--- src/stm16_pkg.sv ---
// constants for the STM-16 transmit frame builder
// What this block does
// - 155 add modes time output from tributary
// - 155 replicate: sixteen copies of tributary
// - 155 single: one copy, others unequipped
// - 622 add modes time output from tributary
// - 622 replicate: four copies of STM-4
// - 622 single: STM-4 in chosen channel
// - internal: sixteen pattern-filled unequipped channels
// - internal: A1 bytes F6, A2 bytes 28
// - J0 is 1, then numbered 2 to 48
// - internal: H1 is 6A, H2 is 0A
// - compute and insert B1 and B2 parity
// - unassigned overhead bytes default to zero
// - internal timing from one of three references
// - through mode only while receiver in frame
// - through mode copies received payload
// - through keeps overhead, recomputes B1 and B2
// - unequipped VC-4 signal label is zero
package stm16_pkg;
  // ******************************************************************
  // frame geometry, byte-interleaved STM-16
  // ******************************************************************
  localparam logic [12:0] COL_LAST = 13'h10df;
  localparam logic [3:0]  ROW_LAST = 4'h8;
  localparam logic [12:0] COL_1X   = 13'h0010;
  localparam logic [12:0] COL_3X   = 13'h0030;
  localparam logic [12:0] COL_4X   = 13'h0040;
  localparam logic [12:0] COL_6X   = 13'h0060;
  localparam logic [12:0] COL_9X   = 13'h0090;
  localparam logic [12:0] NU_BIAS  = 13'h005f;
  localparam logic [8:0]  SUB_POH  = 9'h009;
  localparam logic [3:0]  ROW_B1   = 4'h1;
  localparam logic [3:0]  ROW_RS   = 4'h2;
  localparam logic [3:0]  ROW_PTR  = 4'h3;
  localparam logic [3:0]  ROW_B2   = 4'h4;
  localparam int          NB2      = 48;
  // ******************************************************************
  // overhead values
  // ******************************************************************
  localparam logic [7:0] A1_VAL  = 8'hf6;
  localparam logic [7:0] A2_VAL  = 8'h28;
  localparam logic [7:0] J0_VAL  = 8'h01;
  localparam logic [7:0] NU_LAST = 8'h30;
  localparam logic [7:0] H1_VAL  = 8'h6a;
  localparam logic [7:0] H2_VAL  = 8'h0a;
  localparam logic [7:0] H1_CC   = 8'h9b;
  localparam logic [7:0] H2_CC   = 8'hff;
  localparam logic [7:0] OH_DEF  = 8'h00;
  localparam logic [7:0] C2_UNEQ = 8'h00;
  // ******************************************************************
  // modes, patterns, timing references
  // ******************************************************************
  localparam logic [2:0] MODE_INT  = 3'h0;
  localparam logic [2:0] MODE_A1A  = 3'h1;
  localparam logic [2:0] MODE_A1O  = 3'h2;
  localparam logic [2:0] MODE_A4A  = 3'h3;
  localparam logic [2:0] MODE_A4O  = 3'h4;
  localparam logic [2:0] MODE_THRU = 3'h5;
  localparam logic [2:0] PAT_ZERO  = 3'h0;
  localparam logic [2:0] PAT_PN23  = 3'h1;
  localparam logic [2:0] PAT_PN23I = 3'h2;
  localparam logic [2:0] PAT_PN31  = 3'h3;
  localparam logic [2:0] PAT_PN31I = 3'h4;
  localparam logic [1:0] TREF_OSC  = 2'h0;
  localparam logic [1:0] TREF_BITS = 2'h1;
  localparam logic [1:0] TREF_SETS = 2'h2;
  // ******************************************************************
  // register map
  // ******************************************************************
  localparam logic [11:0] CTRL_OFS = 12'h000;
  localparam logic [11:0] STAT_OFS = 12'h004;
  localparam logic [15:0] CTRL_RST = 16'h0000;
  localparam int CT_MODE = 0;
  localparam int CT_PAT  = 4;
  localparam int CT_CHAN = 8;
  localparam int CT_TREF = 12;
endpackage

--- src/stm16_pattern_gen.sv ---
// test-pattern byte generator, all-zeros and PN23/PN31 with inversion
`timescale 1ns/10ps
`default_nettype none
module stm16_pattern_gen
  import stm16_pkg::*;
(
  input  wire logic       i_mclk,
  input  wire logic       i_rstn,
  input  wire logic       i_adv,
  input  wire logic [2:0] i_sel,
  output logic      [7:0] o_byte
);
  logic [22:0] s23_q;
  logic [30:0] s31_q;
  logic [22:0] n23;
  logic [30:0] n31;
  logic [7:0]  b23;
  logic [7:0]  b31;

  // eight serial steps per byte, msb first
  always_comb begin
    n23 = s23_q;
    n31 = s31_q;
    b23 = 8'h00;
    b31 = 8'h00;
    for (int i = 0; i < 8; i++) begin
      b23[7-i] = n23[22] ^ n23[17];
      n23      = {n23[21:0], b23[7-i]};
      b31[7-i] = n31[30] ^ n31[27];
      n31      = {n31[29:0], b31[7-i]};
    end
  end

  // both registers only step on payload bytes, so the sequence
  // continues seamlessly across overhead and frame boundaries
  always_ff @(posedge i_mclk or negedge i_rstn) begin
    if (!i_rstn) begin
      s23_q <= '1;
      s31_q <= '1;
    end else if (i_adv) begin
      s23_q <= n23;
      s31_q <= n31;
    end
  end

  assign o_byte = (i_sel == PAT_PN23)  ? b23 :
                  (i_sel == PAT_PN23I) ? ~b23 :
                  (i_sel == PAT_PN31)  ? b31 :
                  (i_sel == PAT_PN31I) ? ~b31 : 8'h00;
endmodule
`default_nettype wire

--- src/stm16_tx_frame_builder.sv ---
// STM-16 transmit frame builder with APB control
//
// Local design decisions: the register offsets and register access over APB.
`timescale 1ns/10ps
`default_nettype none
module stm16_tx_frame_builder
  import stm16_pkg::*;
#(
  parameter int INT_DIV = 1
) (
  input  wire logic        i_mclk,
  input  wire logic        i_rstn,
  input  wire logic        i_psel,
  input  wire logic        i_penable,
  input  wire logic        i_pwrite,
  input  wire logic [11:0] i_paddr,
  input  wire logic [31:0] i_pwdata,
  output logic      [31:0] o_prdata,
  output logic             o_pready,
  output logic             o_pslverr,
  input  wire logic [7:0]  i_add_data,
  input  wire logic        i_add_en,
  input  wire logic        i_add_fp,
  output logic             o_add_take,
  input  wire logic [7:0]  i_rx_data,
  input  wire logic        i_rx_en,
  input  wire logic        i_rx_fp,
  input  wire logic        i_rx_in_frame,
  input  wire logic        i_bits_clk,
  input  wire logic        i_sets_clk,
  output logic      [7:0]  o_tx_data,
  output logic             o_tx_en,
  output logic             o_tx_fp,
  output logic             o_thru_active
);

  // ******************************************************************
  // registers and control fields
  // ******************************************************************
  logic [15:0] ctrl_q;
  logic [2:0]  act_mode_q;
  logic [2:0]  act_pat_q;
  logic [3:0]  act_chan_q;
  logic [15:0] fcnt_q;
  logic        thru_act_q;
  logic [31:0] rdata_q;

  wire [2:0] req_mode = ctrl_q[CT_MODE +: 3];
  wire [2:0] req_pat  = ctrl_q[CT_PAT +: 3];
  wire [3:0] req_chan = ctrl_q[CT_CHAN +: 4];
  wire [1:0] req_tref = ctrl_q[CT_TREF +: 2];
  // ******************************************************************
  // timing references
  // ******************************************************************
  logic [1:0] ref_s1_q;
  logic [1:0] ref_s2_q;
  logic [1:0] ref_s3_q;
  logic [7:0] div_q;
  always_ff @(posedge i_mclk or negedge i_rstn) begin
    if (!i_rstn) begin
      ref_s1_q <= 2'h0;
      ref_s2_q <= 2'h0;
      ref_s3_q <= 2'h0;
    end else begin
      ref_s1_q <= {i_sets_clk, i_bits_clk};
      ref_s2_q <= ref_s1_q;
      ref_s3_q <= ref_s2_q;
    end
  end

  // an external reference realigns the byte divider on each rising edge
  wire bits_edge = ref_s2_q[0] & ~ref_s3_q[0];
  wire sets_edge = ref_s2_q[1] & ~ref_s3_q[1];
  wire ref_edge  = (req_tref == TREF_BITS) ? bits_edge :
                   (req_tref == TREF_SETS) ? sets_edge : 1'b0;
  wire int_tick  = (div_q == 8'(INT_DIV - 1));
  always_ff @(posedge i_mclk or negedge i_rstn) begin
    if (!i_rstn) div_q <= 8'h00;
    else if (int_tick || ref_edge) div_q <= 8'h00;
    else div_q <= div_q + 8'h01;
  end

  // ******************************************************************
  // byte timing and frame position
  // ******************************************************************
  wire m_int  = (act_mode_q == MODE_INT);
  wire m_a1a  = (act_mode_q == MODE_A1A);
  wire m_a1o  = (act_mode_q == MODE_A1O);
  wire m_a4a  = (act_mode_q == MODE_A4A);
  wire m_a4o  = (act_mode_q == MODE_A4O);
  wire m_thru = (act_mode_q == MODE_THRU);
  wire m_add  = m_a1a | m_a1o | m_a4a | m_a4o;
  // add modes run on the tributary byte rate, so no pointer moves
  wire tick  = m_thru ? i_rx_en : m_add ? i_add_en : int_tick;
  wire fsync = m_thru ? i_rx_fp : m_add ? i_add_fp : 1'b0;
  logic [12:0] col_q;
  logic [3:0]  row_q;
  logic [1:0]  m3_q;
  wire        resync = tick & fsync;
  wire [12:0] col_c  = resync ? 13'h0000 : col_q;
  wire [3:0]  row_c  = resync ? 4'h0 : row_q;
  wire [1:0]  m3_c   = resync ? 2'h0 : m3_q;
  wire [3:0]  ch     = col_c[3:0];
  wire [8:0]  sub    = col_c[12:4];
  wire        fstart = tick && col_c == 13'h0000 && row_c == 4'h0;
  wire        is_oh  = sub < SUB_POH;
  wire        is_poh = sub == SUB_POH;
  wire        is_pay = sub > SUB_POH;
  wire        eol    = col_c == COL_LAST;
  always_ff @(posedge i_mclk or negedge i_rstn) begin
    if (!i_rstn) begin
      col_q <= 13'h0000;
      row_q <= 4'h0;
      m3_q  <= 2'h0;
    end else if (tick) begin
      col_q <= eol ? 13'h0000 : col_c + 13'h0001;
      if (eol) row_q <= (row_c == ROW_LAST) ? 4'h0 : row_c + 4'h1;
      else row_q <= row_c;
      if (ch == 4'hf) m3_q <= (m3_c == 2'h2) ? 2'h0 : m3_c + 2'h1;
      else m3_q <= m3_c;
    end
  end

  // ******************************************************************
  // mode latch at frame boundary
  // ******************************************************************
  wire       mode_ok  = req_mode <= MODE_THRU;
  wire [2:0] eff_mode = (!mode_ok ||
                        (req_mode == MODE_THRU && !i_rx_in_frame)) ?
                        MODE_INT : req_mode;
  // 155 single-channel fill offers only the PN23 family
  wire       pn31_req = req_pat == PAT_PN31 || req_pat == PAT_PN31I;
  wire [2:0] eff_pat  = (req_pat > PAT_PN31I) ? PAT_ZERO :
                        (eff_mode == MODE_A1O && pn31_req) ?
                        req_pat - 3'h2 : req_pat;
  always_ff @(posedge i_mclk or negedge i_rstn) begin
    if (!i_rstn) begin
      act_mode_q <= MODE_INT;
      act_pat_q  <= PAT_ZERO;
      act_chan_q <= 4'h0;
      fcnt_q     <= 16'h0000;
      thru_act_q <= 1'b0;
    end else begin
      thru_act_q <= m_thru && i_rx_in_frame;
      if (fstart) begin
        act_mode_q <= eff_mode;
        act_pat_q  <= eff_pat;
        act_chan_q <= req_chan;
        fcnt_q     <= fcnt_q + 16'h0001;
      end else if (m_thru && !i_rx_in_frame) begin
        act_mode_q <= MODE_INT;
      end
    end
  end

  // ******************************************************************
  // channel sourcing
  // ******************************************************************
  wire gen_ch = m_int | (m_a1o && ch != act_chan_q) |
                (m_a4o && ch[1:0] != act_chan_q[1:0]);
  // one tributary byte feeds every replica that follows it
  wire take = (m_a1a && ch == 4'h0) | (m_a1o && ch == act_chan_q) |
              (m_a4a && ch[1:0] == 2'h0) |
              (m_a4o && ch[1:0] == act_chan_q[1:0]);
  logic [7:0] trib_q;
  wire  [7:0] add_byte = take ? i_add_data : trib_q;
  assign o_add_take = tick && take;
  always_ff @(posedge i_mclk or negedge i_rstn) begin
    if (!i_rstn) trib_q <= 8'h00;
    else if (o_add_take) trib_q <= i_add_data;
  end

  // ******************************************************************
  // generated overhead and payload
  // ******************************************************************
  wire [7:0] nu_val = 8'(col_c - NU_BIAS);
  wire       nu_pos = row_c == 4'h0 && col_c >= COL_6X && col_c < COL_9X;
  wire [7:0] pat_byte;
  logic [7:0] oh_byte;
  always_comb begin
    oh_byte = OH_DEF;
    if (row_c == 4'h0) begin
      if (col_c < COL_3X) oh_byte = A1_VAL;
      else if (col_c < COL_6X) oh_byte = A2_VAL;
      else oh_byte = nu_val;
    end else if (row_c == ROW_PTR) begin
      if (col_c < COL_1X) oh_byte = H1_VAL;
      else if (col_c < COL_3X) oh_byte = H1_CC;
      else if (col_c < COL_4X) oh_byte = H2_VAL;
      else if (col_c < COL_6X) oh_byte = H2_CC;
    end
  end

  // the path overhead column stays zero, so C2 reads unequipped
  wire [7:0] gen_byte = is_oh ? oh_byte :
                        is_pay ? pat_byte : C2_UNEQ;
  stm16_pattern_gen u_pat (
    .i_mclk (i_mclk),
    .i_rstn (i_rstn),
    .i_adv  (tick && gen_ch && is_pay),
    .i_sel  (act_pat_q),
    .o_byte (pat_byte)
  );

  wire [7:0] base = m_thru ? i_rx_data :
                    gen_ch ? gen_byte :
                    nu_pos ? nu_val : add_byte;

  // ******************************************************************
  // parity: B1 over whole frame, B2 per channel and lane
  // ******************************************************************
  logic [7:0] b1_acc_q;
  logic [7:0] b1_q;
  logic [7:0] b2_acc [NB2];
  logic [7:0] b2_hold [NB2];
  logic [7:0] byte_d;

  wire [5:0] b2_idx = {m3_c, ch};
  wire       b2_cov = !(row_c <= ROW_RS && is_oh);
  wire       b1_pos = row_c == ROW_B1 && col_c == 13'h0000;
  wire       b2_pos = row_c == ROW_B2 && col_c < COL_3X;
  assign byte_d = b1_pos ? b1_q :
                  b2_pos ? b2_hold[col_c[5:0]] : base;

  always_ff @(posedge i_mclk or negedge i_rstn) begin
    if (!i_rstn) begin
      b1_acc_q <= 8'h00;
      b1_q     <= 8'h00;
    end else if (fstart) begin
      b1_acc_q <= byte_d;
      b1_q     <= b1_acc_q;
    end else if (tick) begin
      b1_acc_q <= b1_acc_q ^ byte_d;
    end
  end

  for (genvar k = 0; k < NB2; k++) begin : g_b2
    always_ff @(posedge i_mclk or negedge i_rstn) begin
      if (!i_rstn) begin
        b2_acc[k]  <= 8'h00;
        b2_hold[k] <= 8'h00;
      end else if (fstart) begin
        b2_acc[k]  <= 8'h00;
        b2_hold[k] <= b2_acc[k];
      end else if (tick && b2_cov && b2_idx == 6'(k)) begin
        b2_acc[k] <= b2_acc[k] ^ byte_d;
      end
    end
  end

  // ******************************************************************
  // output stage
  // ******************************************************************
  always_ff @(posedge i_mclk or negedge i_rstn) begin
    if (!i_rstn) begin
      o_tx_data <= 8'h00;
      o_tx_en   <= 1'b0;
      o_tx_fp   <= 1'b0;
    end else begin
      o_tx_en <= tick;
      o_tx_fp <= fstart;
      if (tick) o_tx_data <= byte_d;
    end
  end

  assign o_thru_active = thru_act_q;

  // ******************************************************************
  // APB slave, zero wait states
  // ******************************************************************
  wire ap_setup = i_psel && !i_penable;
  wire ap_acc   = i_psel && i_penable;
  wire hit_ctrl = i_paddr == CTRL_OFS;
  wire hit_stat = i_paddr == STAT_OFS;
  // status: frame count, thru, channel, rx frame, pattern, mode
  wire [31:0] stat_w = {fcnt_q, 3'h0, thru_act_q, act_chan_q,
                        i_rx_in_frame, act_pat_q, 1'b0, act_mode_q};

  always_ff @(posedge i_mclk or negedge i_rstn) begin
    if (!i_rstn) begin
      ctrl_q  <= CTRL_RST;
      rdata_q <= 32'h0000_0000;
    end else begin
      if (ap_setup)
        rdata_q <= hit_ctrl ? {16'h0000, ctrl_q} :
                   hit_stat ? stat_w : 32'h0000_0000;
      if (ap_acc && i_pwrite && hit_ctrl) ctrl_q <= i_pwdata[15:0];
    end
  end

  assign o_prdata  = rdata_q;
  assign o_pready  = 1'b1;
  assign o_pslverr = ap_acc && !(hit_ctrl || hit_stat);
endmodule
`default_nettype wire

--- config.mk ---
export PLATFORM = sky130hd
export DESIGN_NAME = stm16_tx_frame_builder
export DESIGN_NICKNAME = d
export VERILOG_FILES = /design/src/stm16_pkg.sv /design/src/stm16_pattern_gen.sv /design/src/stm16_tx_frame_builder.sv
export SDC_FILE = /design/constraint.sdc
export NUM_CORES = 2
export LEC_CHECK = 0
export ABC_AREA = 1
export BUFFER_PORTS_ARGS = -buffer_cell sky130_fd_sc_hd__buf_4
export CELL_PAD_IN_SITES_DETAIL_PLACEMENT = 1
export CELL_PAD_IN_SITES_GLOBAL_PLACEMENT = 1
export CORE_UTILIZATION = 25
export CTS_BUF_LIST = sky130_fd_sc_hd__clkbuf_4 sky130_fd_sc_hd__clkbuf_8
export DETAILED_ROUTE_END_ITERATION = 12
export PLACE_DENSITY_LB_ADDON = 0.1
export SLEW_MARGIN = 20
export SYNTH_ARGS = -nofsm -noshare
export SYNTH_HDL_FRONTEND = slang
export SYNTH_HIERARCHICAL = 1
export SYNTH_SLANG_ARGS = --single-unit
--- constraint.sdc ---
create_clock -name i_mclk -period 6.2 [get_ports i_mclk]
set_input_delay 1.24 -clock i_mclk [delete_from_list [all_inputs] [get_ports i_mclk]]
set_output_delay 1.24 -clock i_mclk [all_outputs]
set_load 0.005 [all_outputs]
==> out/results.ini <==
[run_status]
status=finished clean

[critical_path]
cp-start-kind=register
required_ns=4.96
arrival_ns=4.46
worstSetupPathType=reg2out
critPathMaxFanout=31
cp-end-kind=output pin

[timing]
hold_slack_ns=0.298
timing.final.crit_share=0.920
skew_ns=0.0512
fin_crit_ns=5.70
hold_viol_final=0
timing.fmax_ghz=0.175
slew_viol_final=0
slew_headroom=0.302
setup_viol=0
worst_slew_pin_slew_ns=1.05
rsz0062_at_grt=no
tns_ns=0

[clock_tree]
hold_buffers=0
h-tree-depth=4
clock_sinks=964
cts-root-buf=clkbuf_8
cts_tree=yes
clk_latency_ns=0.93
cts.clk_slew.worst_paths_ns=0.06
cts_made_buffers=189
clock_path_buffers=3

[yosys]
syn_area_um2=47100
syn_inst=6182
synth.yosys.seq_area_share=0.514
postSynthAreaPerCell_um2=7.61
synth-async-reset-ratio=1.00
ys_seq_elements=964
synth-edff-count=0
ys.flop_type=dfrtp_1
yosys_warnings=6
synth_nets=6261
synth.distinct_cells=55

[place]
place.gp.congestion=0.792
hpwl_mm=106
port-buffer-count=100

[floorplanning]
fp-row-count=158
fp.dieW_um=436
die_h_um=436
design.die.area_um2=190000
ioPinCount=118
floorplan.initialDensity=0.253
coreArea_um2=186000

[global_route]
grt_max_degree=129
grt_pass1_wl_mm=266
overflow=0
grt.total_usage=0.182
grt_pass1_vias=42100
grt_antenna_before_repair=3

[routing]
drt_wl_total_mm=173
drt-pass1-iter-count=5
vias=40700
via_per_inst=4.61
wl_per_cell_um=19.6
drt_iter0_markers=2287
drc=0
ant_nets=0

[final_layout]
final_common_cell=nand2_1
drive_gt1_frac=0.116
fin_nets=6279
layout-area-overhead-vs-synth_pct=15.9
regArea_um2=24200
n_fill_cell=22400
multiInputGateArea_um2=19500
mostFrequentLayoutCells=nand2_1, dfrtp_1, nor2_1

[power]
leakage_nw=28.1
peakVddDrop_mv=0.924
p_per_area_nw_per_um2=638

[min_path]
min_path_type=in2async

[job]
drv_cap=0

-- layer usage --
metal	up-vias	global-route usage	wire [um]	share of wire
li1	19700	-	-	-
met1	20200	0.254	83600	0.48
met2	560	0.290	78300	0.45
met3	245	0.0300	6830	0.040
met4	0	0.0499	4040	0.023
met5	-	0	0	0
-- final cells by class --
type	count	share of cell area
Clock buffer	306	0.0690
Sequential cell	964	0.444
Timing Repair Buffer	214	0.0393
Antenna cell	7	0.000321
Multi-Input combinational cell	4402	0.358
Clock inverter	24	0.00365
Tap cell	2480	0.0569
Inverter	429	0.0297
-- synth_stat cells, types with 14 or more instances --
cell	n	area, um^2
a21oi_1	318	1590
buf_1	37	139
buf_2	175	876
buf_4	27	203
buf_6	15	169
clkbuf_1	132	495
dfrtp_1	910	22800
dfstp_2	54	1420
inv_1	406	1520
inv_2	20	75.1
mux2_2	16	180
nand2_1	2336	8770
nand2_2	17	106
nand3_1	524	2620
nand3_2	14	140
nand3b_1	15	113
nand4_1	124	776
nor2_1	540	2030
nor3_1	14	70.1
o21ai_0	290	1450
o21ai_1	32	160
o21ai_2	31	272
o31ai_1	15	113
xor2_1	20	175
-- per-stage QoR --
step / power [mW] / cell area, um^2 / worst slack (ns) / util / instances
finish: 34.8 / 54500 / 0.499 / 0.293 / 8826
global route: 37.7 / 54500 / 0.0906 / 0.293 / 8823
CTS: 35.5 / 54500 / 0.0870 / 0.293 / 8819
detailed placement: 28.4 / 50500 / 0.525 / 0.271 / 8489
global placement: 28.0 / 50500 / 0.544 / 0.271 / 8489
floorplan: 21.4 / 47100 / 2.26 / - / 6182
-- critical path, stage by stage, from the launching register on --
cell and delay, ns:
dfrtp_1 0.45, nand3_2 0.31, clkinv_2 0.27, nand2_1 0.11, nand2_1 0.09, nand3_4 0.22, buf_4 0.41, nand2_4 0.28
nand2_1 0.12, nand2_1 0.07, nor2_2 0.16, nand3_2 0.26, nand2_2 0.28, nand2_2 0.22, inv_1 0.17, buf_4 0.12
-- final timing paths --
| path | from | to | slack (ns) | cells past startpoint |
|---|---|---|---|---|
| worst max register to register | div_q[0]$_DFF_PN0_ | b2_acc[181]$_DFFE_PN0P_ | 0.82 | 23 |
| max in group asynchronous | i_rstn | b2_hold[155]$_DFFE_PN0P_ | 4.52 | 3 |
| worst max-delay path | act_mode_q[2]$_DFFE_PN0P_ | o_add_take | 0.50 | 15 |
| worst min-delay path | i_rstn | o_prdata[27]$_DFFE_PN0P_ | 0.30 | 1 |
| worst min register to register | ref_s1_q[0]$_DFF_PN0_ | ref_s2_q[0]$_DFF_PN0_ | 0.35 | 0 |
| min in group i_mclk | ref_s1_q[0]$_DFF_PN0_ | ref_s2_q[0]$_DFF_PN0_ | 0.35 | 0 |
-- flip-flops by register name (all words and copies together) (netlist names), 3 cells and up --
signal and cells:
fcnt_q 16, u_pat/s23_q 23, b2_hold 384, u_pat/s31_q 31, b1_acc_q 8, trib_q 8
o_prdata 32, ctrl_q 16, act_chan_q 4, act_pat_q 3, col_q 13, o_tx_data 8
b1_q 8, div_q 8, act_mode_q 3, b2_acc 384, row_q 4
-- report_power, final --
| part | switching [mW] | internal, mW | total (mW) |
|---|---|---|---|
| Sequential | 1.53 | 8.91 | 10.4 |
| Combinational | 13.0 | 4.50 | 17.5 |
| Clock | 3.00 | 3.85 | 6.85 |
| Total | 17.5 | 17.3 | 34.8 |
-- what timing repair did --
item / CTS / global route
buffers inserted: 0 / 0
gates resized for setup: 0 / 2
endpoints found under the setup margin: 0 / 1
-- cells by family after synthesis --
| logic type | count (synthesis) | synth area share |
|---|---|---|
| AND/OR/NAND/NOR | 3616 | 0.316 |
| flip-flops | 964 | 0.514 |
| buffers and inverters | 816 | 0.0744 |
| AO/OA/AOI/OAI | 741 | 0.0857 |
| XOR/XNOR | 21 | 0.00391 |
| multiplexers | 16 | 0.00383 |
| adder cells (fa/ha/maj) | 7 | 0.00186 |
| other | 1 | 0.0000797 |
No activity file was read; power rests on OpenSTA's default activity.
